## config.mk

```make
export PLATFORM = sky130hd
export DESIGN_NAME = jmac_jog_axis
export DESIGN_NICKNAME = d
export VERILOG_FILES = /design/src/hdl/jmac_pkg.sv /design/src/hdl/jmac_jog_axis.sv
export SDC_FILE = /design/constraint.sdc
export NUM_CORES = 1
export LEC_CHECK = 0
export BUFFER_PORTS_ARGS = -buffer_cell sky130_fd_sc_hd__buf_4
export CAP_MARGIN = 5
export CORE_UTILIZATION = 60
export CTS_CLUSTER_SIZE = 12
export DETAILED_ROUTE_END_ITERATION = 8
export PLACE_DENSITY_LB_ADDON = 0.12
export SLEW_MARGIN = 20
export SYNTH_ARGS = -nofsm -noshare
export SYNTH_HDL_FRONTEND = slang
export SYNTH_SLANG_ARGS = --single-unit
```

## constraint.sdc

```tcl
create_clock -name CLK_SYS -period 10.7 [get_ports CLK_SYS]
set_input_delay 1.07 -clock CLK_SYS [delete_from_list [all_inputs] [get_ports CLK_SYS]]
set_output_delay 1.07 -clock CLK_SYS [all_outputs]
set_load 0.005 [all_outputs]
```

## src/hdl/jmac_pkg.sv

```systemverilog
//------------------------------------------------------------
// Summary of operation
//------------------------------------------------------------
// Summary of operation
// - no jog start unless the axis holds valid machine parameters
// - no jog start while another operating mode is active
// - drive enable set before requesting; no start while it is clear
// - start only on a valid direction key; positive up, negative down
// - motion only while the key is held; release ends the traverse
// - a stop request ends an active traverse normally
// - synchronized linear axis ends when position reaches working limit
// - opposite direction accepted only after the traverse has ended
// - drive enable loss aborts without the normal approach sequence
// - linear axis aborts when position crosses a traverse range limit
// - rapid or creep speed, chosen by the caller at start
// - unsynchronized axis crossing traverse limit invalidates position, aborts
// - positive end target is end soft limit minus half target range
// - negative end target is start soft limit plus half target range
// - switchover and switch-off points are placed short of that target, on the approach side
`default_nettype none
package jmac_pkg;
    localparam int ADDR_W = 8;
    localparam int DATA_W = 32;
    localparam int PIN_W = 5;
    localparam int EVT_W = 3;
    // register byte offsets
    localparam logic [7:0] OFS_CTRL = 8'h00;
    localparam logic [7:0] OFS_SOFT_LIMIT_START = 8'h04;
    localparam logic [7:0] OFS_SOFT_LIMIT_END = 8'h08;
    localparam logic [7:0] OFS_TARGET_RANGE = 8'h0c;
    localparam logic [7:0] OFS_SWITCHOVER_DIFF = 8'h10;
    localparam logic [7:0] OFS_SWITCHOFF_DIFF = 8'h14;
    localparam logic [7:0] OFS_TRAVERSE_MIN = 8'h18;
    localparam logic [7:0] OFS_TRAVERSE_MAX = 8'h1c;
    localparam logic [7:0] OFS_STATUS = 8'h20;
    localparam logic [7:0] OFS_IRQ_STATUS = 8'h24;
    localparam logic [7:0] OFS_IRQ_MASK = 8'h28;
    localparam logic [7:0] OFS_TARGET = 8'h2c;
    // reset values
    localparam logic [6:0] CTRL_RST = 7'h00;
    localparam logic [31:0] LIMIT_RST = 32'h00000000;
    localparam logic [31:0] TRAVERSE_MIN_RST = 32'h80000000;
    localparam logic [31:0] TRAVERSE_MAX_RST = 32'h7fffffff;
    localparam logic [2:0] IRQ_MASK_RST = 3'h0;
    localparam logic POS_VALID_RST = 1'b1;

    typedef struct packed {
        logic revalidate;
        logic rsv;
        logic enable_eval_off;
        logic speed_rapid;
        logic linear_axis;
        logic synchronized;
        logic params_valid;
    } jmac_ctrl_s;

    typedef struct packed {
        logic enable_in;
        logic drive_enable;
        logic stop_req;
        logic dir_neg;
        logic dir_pos;
    } jmac_pins_s;

    typedef struct packed {
        logic refused;
        logic aborted;
        logic done;
    } jmac_evt_s;

    typedef enum logic [1:0] {
        JMAC_IDLE = 2'b01,
        JMAC_RUN = 2'b10
    } jmac_state_e;
endpackage : jmac_pkg
`default_nettype wire

```

## src/hdl/jmac_jog_axis.sv

```systemverilog
`timescale 1ns/10ps
`default_nettype none
module jmac_jog_axis (
    input wire logic CLK_SYS,
    input wire logic SRST,
    input wire logic [7:0] ADDR,
    input wire logic [31:0] WDATA,
    input wire logic WR,
    input wire logic RD,
    output logic [31:0] RDATA,
    input wire logic DIR_POS_KEY,
    input wire logic DIR_NEG_KEY,
    input wire logic STOP_REQ,
    input wire logic DRIVE_ENABLE,
    input wire logic ENABLE_IN,
    input wire logic OTHER_MODE_BUSY,
    input wire logic signed [31:0] ACT_POS,
    output logic DRIVE_POS,
    output logic DRIVE_NEG,
    output logic DRIVE_RAPID,
    output logic JOG_ACTIVE,
    output logic POS_VALID,
    output logic IRQ
);
    //------------------------------------------------------------
    // declarations
    //------------------------------------------------------------
    jmac_pkg::jmac_ctrl_s ctrl;
    jmac_pkg::jmac_pins_s pins, pins_prev;
    jmac_pkg::jmac_evt_s evt, sts, next_sts;
    jmac_pkg::jmac_state_e state;
    logic [2:0] irq_mask;
    logic [4:0] pin_raw, pin_meta, pin_sync;
    logic signed [31:0] soft_limit_start, soft_limit_end, trav_min, trav_max;
    logic [31:0] target_range, switchover_diff, switchoff_diff;
    logic signed [31:0] half_range, next_target, target, over_pt, off_pt;
    logic signed [31:0] next_over_pt, next_off_pt;
    logic dir_neg, rapid;
    logic start_pos_cmd, start_neg_cmd, start_cmd, start_ok, start_go;
    logic running, sync_lin, reached_over, reached_off, key_held;
    logic crossing, abort_now, end_now, next_run, next_dir_neg, next_rapid;
    logic wr_ctrl;
    jmac_pkg::jmac_ctrl_s wr_ctrl_val;

    //------------------------------------------------------------
    // pin synchronisers
    //------------------------------------------------------------
    assign pin_raw = {ENABLE_IN, DRIVE_ENABLE, STOP_REQ, DIR_NEG_KEY, DIR_POS_KEY};

    // keys and enables are asynchronous; two stages tame metastability
    genvar gi;
    generate
        for (gi = 0; gi < jmac_pkg::PIN_W; gi++) begin : g_sync
            always_ff @(posedge CLK_SYS) begin
                if (SRST) begin
                    pin_meta[gi] <= 1'b0;
                    pin_sync[gi] <= 1'b0;
                end else begin
                    pin_meta[gi] <= pin_raw[gi];
                    pin_sync[gi] <= pin_meta[gi];
                end
            end
        end
    endgenerate

    assign pins = jmac_pkg::jmac_pins_s'(pin_sync);

    always_ff @(posedge CLK_SYS) begin
        if (SRST) begin
            pins_prev <= '0;
        end else begin
            pins_prev <= pins;
        end
    end

    //------------------------------------------------------------
    // start qualification
    //------------------------------------------------------------
    // both keys pressed together is not a valid command
    assign start_pos_cmd = pins.dir_pos & ~pins_prev.dir_pos & ~pins.dir_neg;
    assign start_neg_cmd = pins.dir_neg & ~pins_prev.dir_neg & ~pins.dir_pos;
    assign start_cmd = start_pos_cmd | start_neg_cmd;
    // stop held at the key edge counts as a refused start
    assign start_ok = ctrl.params_valid
        & ~OTHER_MODE_BUSY
        & pins.drive_enable
        & (ctrl.enable_eval_off | pins.enable_in)
        & ~pins.stop_req;
    assign running = (state == jmac_pkg::JMAC_RUN);
    // edge start in idle only: a key hit while running is never re-armed
    assign start_go = ~running & start_cmd & start_ok;

    //------------------------------------------------------------
    // end-of-range target and approach points
    //------------------------------------------------------------
    // odd target ranges round the half down
    assign half_range = $signed({1'b0, target_range[31:1]});
    assign next_target = start_neg_cmd ? soft_limit_start + half_range
                                       : soft_limit_end - half_range;
    assign next_over_pt = start_neg_cmd ? next_target + $signed(switchover_diff)
                                        : next_target - $signed(switchover_diff);
    assign next_off_pt = start_neg_cmd ? next_target + $signed(switchoff_diff)
                                       : next_target - $signed(switchoff_diff);

    //------------------------------------------------------------
    // termination and abort
    //------------------------------------------------------------
    assign sync_lin = ctrl.synchronized & ctrl.linear_axis;
    assign reached_over = dir_neg ? (ACT_POS <= over_pt) : (ACT_POS >= over_pt);
    assign reached_off = dir_neg ? (ACT_POS <= off_pt) : (ACT_POS >= off_pt);
    assign key_held = dir_neg ? pins.dir_neg : pins.dir_pos;
    // signed compares; reset limits span the whole number range
    assign crossing = (ACT_POS < trav_min) | (ACT_POS > trav_max);
    // abort outranks a normal end arriving in the same cycle
    assign abort_now = running & (~pins.drive_enable
        | (crossing & ctrl.linear_axis)
        | (crossing & ~ctrl.synchronized));
    assign end_now = running & ~abort_now & (~key_held
        | pins.stop_req
        | (sync_lin & reached_off));

    assign next_run = start_go | (running & ~abort_now & ~end_now);
    assign next_dir_neg = start_go ? start_neg_cmd : dir_neg;
    assign next_rapid = start_go ? ctrl.speed_rapid : (rapid & ~(sync_lin & reached_over));

    //------------------------------------------------------------
    // traverse state
    //------------------------------------------------------------
    always_ff @(posedge CLK_SYS) begin
        if (SRST) begin
            state <= jmac_pkg::JMAC_IDLE;
            dir_neg <= 1'b0;
            rapid <= 1'b0;
            target <= jmac_pkg::LIMIT_RST;
            over_pt <= jmac_pkg::LIMIT_RST;
            off_pt <= jmac_pkg::LIMIT_RST;
        end else begin
            unique case (state)
                jmac_pkg::JMAC_IDLE: begin
                    if (start_go) begin
                        state <= jmac_pkg::JMAC_RUN;
                        dir_neg <= start_neg_cmd;
                        rapid <= ctrl.speed_rapid;
                        target <= next_target;
                        over_pt <= next_over_pt;
                        off_pt <= next_off_pt;
                    end
                end
                jmac_pkg::JMAC_RUN: begin
                    rapid <= next_rapid;
                    if (abort_now | end_now) begin
                        state <= jmac_pkg::JMAC_IDLE;
                    end
                end
            endcase
        end
    end

    always_ff @(posedge CLK_SYS) begin
        if (SRST) begin
            JOG_ACTIVE <= 1'b0;
            DRIVE_POS <= 1'b0;
            DRIVE_NEG <= 1'b0;
            DRIVE_RAPID <= 1'b0;
        end else begin
            JOG_ACTIVE <= next_run;
            DRIVE_POS <= next_run & ~next_dir_neg;
            DRIVE_NEG <= next_run & next_dir_neg;
            DRIVE_RAPID <= next_run & next_rapid;
        end
    end

    // hardware invalidation wins over a software revalidate in the same cycle
    always_ff @(posedge CLK_SYS) begin
        if (SRST) begin
            POS_VALID <= jmac_pkg::POS_VALID_RST;
        end else if (running & crossing & ~ctrl.synchronized) begin
            POS_VALID <= 1'b0;
        end else if (wr_ctrl & wr_ctrl_val.revalidate) begin
            POS_VALID <= 1'b1;
        end
    end

    //------------------------------------------------------------
    // register bus
    //------------------------------------------------------------
    assign wr_ctrl = WR & (ADDR == jmac_pkg::OFS_CTRL);
    // field view of a control write, for the action bit
    assign wr_ctrl_val = jmac_pkg::jmac_ctrl_s'(WDATA[6:0]);

    always_ff @(posedge CLK_SYS) begin
        if (SRST) begin
            ctrl <= jmac_pkg::jmac_ctrl_s'(jmac_pkg::CTRL_RST);
            soft_limit_start <= jmac_pkg::LIMIT_RST;
            soft_limit_end <= jmac_pkg::LIMIT_RST;
            target_range <= jmac_pkg::LIMIT_RST;
            switchover_diff <= jmac_pkg::LIMIT_RST;
            switchoff_diff <= jmac_pkg::LIMIT_RST;
            trav_min <= jmac_pkg::TRAVERSE_MIN_RST;
            trav_max <= jmac_pkg::TRAVERSE_MAX_RST;
            irq_mask <= jmac_pkg::IRQ_MASK_RST;
        end else if (WR) begin
            unique case (ADDR)
                jmac_pkg::OFS_CTRL: begin
                    // revalidate is a write-only action bit
                    ctrl <= jmac_pkg::jmac_ctrl_s'({2'b00, WDATA[4:0]});
                end
                jmac_pkg::OFS_SOFT_LIMIT_START: soft_limit_start <= WDATA;
                jmac_pkg::OFS_SOFT_LIMIT_END: soft_limit_end <= WDATA;
                jmac_pkg::OFS_TARGET_RANGE: target_range <= WDATA;
                jmac_pkg::OFS_SWITCHOVER_DIFF: switchover_diff <= WDATA;
                jmac_pkg::OFS_SWITCHOFF_DIFF: switchoff_diff <= WDATA;
                jmac_pkg::OFS_TRAVERSE_MIN: trav_min <= WDATA;
                jmac_pkg::OFS_TRAVERSE_MAX: trav_max <= WDATA;
                jmac_pkg::OFS_IRQ_MASK: irq_mask <= WDATA[2:0];
                default: begin
                end
            endcase
        end
    end

    always_ff @(posedge CLK_SYS) begin
        if (SRST) begin
            RDATA <= '0;
        end else if (RD) begin
            unique case (ADDR)
                jmac_pkg::OFS_CTRL: RDATA <= {27'h0, ctrl[4:0]};
                jmac_pkg::OFS_SOFT_LIMIT_START: RDATA <= soft_limit_start;
                jmac_pkg::OFS_SOFT_LIMIT_END: RDATA <= soft_limit_end;
                jmac_pkg::OFS_TARGET_RANGE: RDATA <= target_range;
                jmac_pkg::OFS_SWITCHOVER_DIFF: RDATA <= switchover_diff;
                jmac_pkg::OFS_SWITCHOFF_DIFF: RDATA <= switchoff_diff;
                jmac_pkg::OFS_TRAVERSE_MIN: RDATA <= trav_min;
                jmac_pkg::OFS_TRAVERSE_MAX: RDATA <= trav_max;
                jmac_pkg::OFS_STATUS: RDATA <= {27'h0, POS_VALID, rapid, dir_neg, state};
                jmac_pkg::OFS_IRQ_STATUS: RDATA <= {29'h0, sts};
                jmac_pkg::OFS_IRQ_MASK: RDATA <= {29'h0, irq_mask};
                jmac_pkg::OFS_TARGET: RDATA <= target;
                default: RDATA <= '0;
            endcase
        end else begin
            RDATA <= '0;
        end
    end

    //------------------------------------------------------------
    // interrupts
    //------------------------------------------------------------
    assign evt.done = end_now;
    assign evt.aborted = abort_now;
    assign evt.refused = ~running & start_cmd & ~start_ok;

    always_comb begin
        next_sts = sts;
        if (WR & (ADDR == jmac_pkg::OFS_IRQ_STATUS)) begin
            next_sts = sts & ~jmac_pkg::jmac_evt_s'(WDATA[2:0]);
        end
        // a new event beats a clear in the same cycle
        next_sts = next_sts | evt;
    end

    always_ff @(posedge CLK_SYS) begin
        if (SRST) begin
            sts <= '0;
            IRQ <= 1'b0;
        end else begin
            sts <= next_sts;
            IRQ <= |(next_sts & irq_mask);
        end
    end
endmodule : jmac_jog_axis
`default_nettype wire

```

== After elaboration in Yosys (flattened, before gate mapping) ==
Index checks and enable logic that the tools add are counted.
Storage, ports and cells
  register bits after elaboration: 385
  bits of input ports: 82
  logic and storage cells: 158
Operators by class
  add/sub/neg operators: 6
  $lt $le $gt $ge: 6
  equality and inequality tests: 15
  mux-type cells: 17
  bitwise operators: 58
  reduce and logical (&&, ||, !) cells: 15
Operators by type and width (count)
  32-bit case mux with 12 select lines: 1
  32-bit adder: 3
  32-bit 2-to-1 mux: 3
  32-bit subtractor: 3
  32-bit greater-or-equal comparator: 2
  32-bit <= comparator: 2
  8-bit by 5-bit == test with 1-bit output, second input constant: 4
  8-bit by 6-bit == test with 1-bit output, second input constant: 4
  32-bit > comparator: 1
  32-bit less-than comparator: 1
  1-bit AND: 29
  2-bit AND reduction: 11
  8-bit by 4-bit == test with 1-bit output, second input constant: 2
  1-bit inverter: 16
  1-bit bitwise OR: 9
  8-bit by 3-bit == test with 1-bit output, second input constant: 1
  8-bit zero test: 1
  1-bit 2-to-1 mux: 8
  3-bit AND: 2
  2-bit 2-to-1 mux: 2
  2-bit case mux with 2 select lines: 1
  3-bit 2-to-1 mux: 1
  3-bit inverter: 1
  3-bit bitwise OR: 1
  other kinds (8): 8

== Depth between registers and ports, before layout ==
  depth after elaboration: 13
  mapped depth: 24
  mapped depth without buffers: 24

== Worst setup path before layout ==
Ideal clock, no wire load.
  path type: reg-to-reg
  start: register soft_limit_end[0]
  end: register over_pt[31]
  data arrival time: 4.746 ns
  required time: 10.578 ns
  setup slack: 5.832 ns
  cell stages (with the launch flop): 25
  buffers on the path: 0
  period minus slack after synthesis: 4.868 ns
  cells stage by stage: dfxtp_1 inv_1 ha_1 fa_1 nand2b_1 a21oi_1 o22ai_1 o31a_1 o21bai_1 a21oi_1 o21ai_0 xnor2_1 nand2_1 nand2_1 ha_1 and3_1 and3_1 a32oi_1 o21ai_0 a31oi_1 o21ai_1 a31o_2 a31o_2 o211a_1 a311o_1
On the way
  longest elaborated chain between the ends: 4
  elaborated cells between the ends (all ways): 5
  those cells by class: add/sub (3); mux (2)
RTL lines
  from (decl): RTL line jmac_jog_axis.sv:34  | logic signed [31:0] soft_limit_start, soft_limit_end, trav_min, trav_max;
  from (signal assigned): RTL line jmac_jog_axis.sv:195  | soft_limit_end <= jmac_pkg::LIMIT_RST;
  32-bit subtractor (*): RTL line jmac_jog_axis.sv:99  | : soft_limit_end - half_range;
  32-bit 2-to-1 mux (*): RTL line jmac_jog_axis.sv:98  | assign next_target = start_neg_cmd ? soft_limit_start + half_range
  net next_target[16]: RTL line jmac_jog_axis.sv:36  | logic signed [31:0] half_range, next_target, target, over_pt, off_pt;
  32-bit subtractor or 32-bit adder (tied branches): RTL line jmac_jog_axis.sv:101, jmac_jog_axis.sv:100
  32-bit 2-to-1 mux (*): RTL line jmac_jog_axis.sv:100  | assign next_over_pt = start_neg_cmd ? next_target + $signed(switchover_diff)
  to (signal assigned): RTL line jmac_jog_axis.sv:135  | over_pt <= jmac_pkg::LIMIT_RST;
  to (signal assigned): RTL line jmac_jog_axis.sv:145  | over_pt <= next_over_pt;
  to (decl): RTL line jmac_jog_axis.sv:36
Mark *: on every way through the listed nets, which the timed path passes. The rest lies on a longest branch.
A chain may end at the register's enable or synchronous reset.

== Worst setup path in the final report ==
  start: register target_range[2]
  end: register over_pt[31]
On the way
  longest elaborated chain between the ends: 4
  elaborated cells between the ends (all ways): 6
  those cells by class: add/sub (4); mux (2)
RTL lines
  from (decl): RTL line jmac_jog_axis.sv:35  | logic [31:0] target_range, switchover_diff, switchoff_diff;
  from (signal assigned): RTL line jmac_jog_axis.sv:196  | target_range <= jmac_pkg::LIMIT_RST;
  32-bit subtractor or 32-bit adder (tied branches): RTL line jmac_jog_axis.sv:99, jmac_jog_axis.sv:98
  32-bit 2-to-1 mux (*): RTL line jmac_jog_axis.sv:98
  net next_target[11]: RTL line jmac_jog_axis.sv:36
  32-bit subtractor or 32-bit adder (tied branches): RTL line jmac_jog_axis.sv:101, jmac_jog_axis.sv:100
  32-bit 2-to-1 mux (*): RTL line jmac_jog_axis.sv:100
Marked as above.

==> impl_metrics.py <==
metrics = {
    "clock_tree": {
        "path_clk_slew_ns": 0.06,
        "cts_made_buffers": 43,
        "clk_latency_ns": 0.60,
        "post-cts-setup-buffer-count": 0,
        "cts_repair_resize_count": 0,
        "clk_path_buf_depth": 3,
        "h-tree-depth": 2,
        "ctsHoldBuffers": 0,
        "cts-root-buf": "clkbuf_16",
        "cts_tree": "yes",
        "cts_sinks": 385,
    },
    "synthesis": {
        "yosys.area_share.xor_xnor_pct": 5.55,
        "ys_async_sr_fraction_pct": 0,
        "synthAdderAreaFrac_pct": 12.8,
        "synth_compound_area_share_pct": 26.4,
        "synthTopCellsByArea": "dfxtp_1 (30%), ha_1 (12%), nand2_1 (9.4%)",
        "synth_most_common_cell": "nand2_1",
        "yosysTopAreaCell": "dfxtp_1",
        "ys_seq_area_share_pct": 30.3,
        "ys.warnings.count": 0,
        "syn_nets": 3660,
        "syn_area_um2": 25400,
        "synth_seq_cells": 385,
        "synth_top_area_share_pct": 30.3,
        "synth-simple-area-share_pct": 18.8,
        "synth_edf_count": 0,
        "synth_cell_types": 83,
        "synth_common_cells": "nand2_1 (636), a21oi_1 (427), dfxtp_1 (385)",
        "synth_top_family_by_area": "compound AO/OA/AOI/OAI gates",
        "synth_cells": 3321,
        "ys.flop_type": "dfxtp_1",
        "post_synth.cell_area_avg_um2": 7.65,
        "synth_mux_area_share_pct": 0.438,
    },
    "worst_hold_path": {
        "hold_depth": 1,
        "worstHoldPathType": "flip-flop to flip-flop",
    },
    "sta": {
        "maxSlewHeadroom_pct": 21.3,
        "rsz0062_at_grt": "no",
        "timing.fmax_mhz": 167,
        "final-max-slew-violation-count": 0,
        "finalCriticalPeriod_ns": 5.99,
        "hold_viol": 0,
        "fin_crit_sh_pct": 56.0,
        "skew_ns": 0.0258,
        "setup_ws_ns": 4.71,
        "worstMarginPinSlew_ns": 1.17,
        "finalSetupTns_ns": 0,
        "final-setup-viol-count": 0,
    },
    "worst_setup_path": {
        "critPathArrivalTime_ns": 6.46,
        "path_max_fanout": 6,
        "path_class": "flip-flop to flip-flop",
        "start_kind": "flip-flop",
        "critPathRequiredTime_ns": 11.16,
        "r2r_cells": 19,
        "critPathCaptureType": "flip-flop",
    },
    "routing": {
        "dr.pass1.iters": 6,
        "viasPerCell": 6.55,
        "drtIter0Drc": 3615,
        "route.detailed.drc": 0,
        "drt_wl_total_um": 91900,
        "routedWlPerCell_um": 23.5,
        "ant_nets": 0,
        "num_vias": 25603,
    },
    "place": {
        "dp_cells": 3834,
        "portBuffers": 119,
        "place_congestion": 1.01,
        "hpwl_um": 67400,
        "post-place-ws_ns": 4.92,
    },
    "flow_run": {
        "cap_viol_max_count": 0,
    },
    "die": {
        "coreArea_um2": 41900,
        "ios": 120,
        "dieArea_um2": 43200,
        "die_h_um": 208,
        "fp-row-count": 75,
        "start_util_pct": 60.7,
        "die_width_um": 208,
    },
    "power_and_ir_drop": {
        "ir_drop_v": 0.000114,
        "cellPowerDensity_nw_per_um2": 116,
        "p_leak_uw": 0.0113,
        "power.total_uw": 3260,
    },
    "layout": {
        "nets": 3679,
        "area_growth_pct": 10.3,
        "drive_gt1_share_pct": 7.66,
        "fillers": 3566,
        "instances_no_fill": 3910,
    },
    "grt": {
        "grt_usage_pct": 41.2,
        "grt_max_degree": 95,
        "grt_overflow_total": 0,
        "first_global_vias": 23402,
        "grt_first_pass_wirelength_um": 137000,
        "antenna_found_initial": 1,
    },
    "status": {
        "status": "finished, final reports clean",
    },
}
==> cells in the final DEF, fill, tap and decap left out, drive strengths merged, types with 9 or more instances in the layout <==
cell and count:
nand2 636, a21oi 427, dfxtp 385, ha 253
inv 210, nor2 175, buf 146, a22oi 126
a21o 99, o21ai 98, xnor2 97, clkbuf 66
xor2 63, nand3 43, o211ai 39, nor3 37
nand4 35, a211oi 33, o21a 32, a41oi 29
a31oi 28, nor2b 26, o21bai 23, o31ai 21
nand2b 19, and3 17, nor4 15, and2 14
or3 12, mux2i 10, a221oi 10, or4 10
o22ai 9, nand3b 9
==> per-layer routing <==
metal  vias up  share of wire (%)  track usage, %
met5         -                  0               0
met4         0                3.4            14.7
met3       208                 14            12.2
met2      1610                 40            58.9
met1     11980                 42            58.3
li1      11805                  -               -
==> where the power goes <==
| part | switching, uW | leakage (uW) | internal, uW |
|---|---|---|---|
| combinational | 178 | 0.00749 | 89.8 |
| sequential | 2.81 | 0.00310 | 1440 |
| clock | 613 | 0.000714 | 942 |
| total | 793 | 0.0113 | 2470 |
==> stage by stage <==
step           util, %  hold WS, ns  instance area [um^2]
2_1_floorplan        -        0.414                 25400
6_report          66.9        0.441                 28000
4_1_cts           66.9        0.446                 28000
3_3_place_gp      63.4        0.414                 26500
5_1_grt           66.9        0.458                 28000
3_5_place_dp      63.4        0.433                 26500
==> cell type report <==
cell class	instances	area (um^2)	area share, %
clock buffers	66	1280	4.59
inverters	210	788	2.81
clock inverters	9	170	0.608
repair buffers	146	1100	3.94
multi-input cells	2554	16300	58.1
diodes	1	2.50	0.00894
well taps	539	674	2.41
flip-flops and latches	385	7710	27.5
==> path summary, 6_finish.rpt <==
path / startpoint / to / slack, ns
max reg2reg: target_range[2] / over_pt[31] / 4.71
max: target_range[2] / over_pt[31] / 4.71
min reg2reg: pin_meta[0] / pin_sync[0] / 0.44
min: pin_meta[0] / pin_sync[0] / 0.44
==> cell families (layout without fill, tap and decap cells) <==
kind of cell / Yosys count / count (layout)
adders and majority gates: 257 / 257
muxes: 11 / 11
xor gates and xnor gates: 160 / 160
DFF: 385 / 385
and+or+nand+nor: 1078 / 1078
AOI/OAI and AO/OA: 1048 / 1048
buffers and inverters: 382 / 431
other: 0 / 1
==> worst max-delay path, stage by stage, from the launching register on <==
cell and delay, ns:
dfxtp_1 0.51, ha_1 0.31, a211o_1 0.26, a21oi_1 0.24, o21ai_1 0.20, a21o_1 0.21
a21o_1 0.20, xnor2_1 0.12, o21ai_0 0.75, ha_1 0.43, a21o_1 0.22, o21bai_1 0.17
a221oi_1 0.47, o21ai_0 0.29, a31oi_1 0.35, o21ai_1 0.15, a31o_2 0.28, a31o_2 0.25
o211a_1 0.12, a311o_1 0.31
No activity file was read; power rests on OpenSTA's default activity.
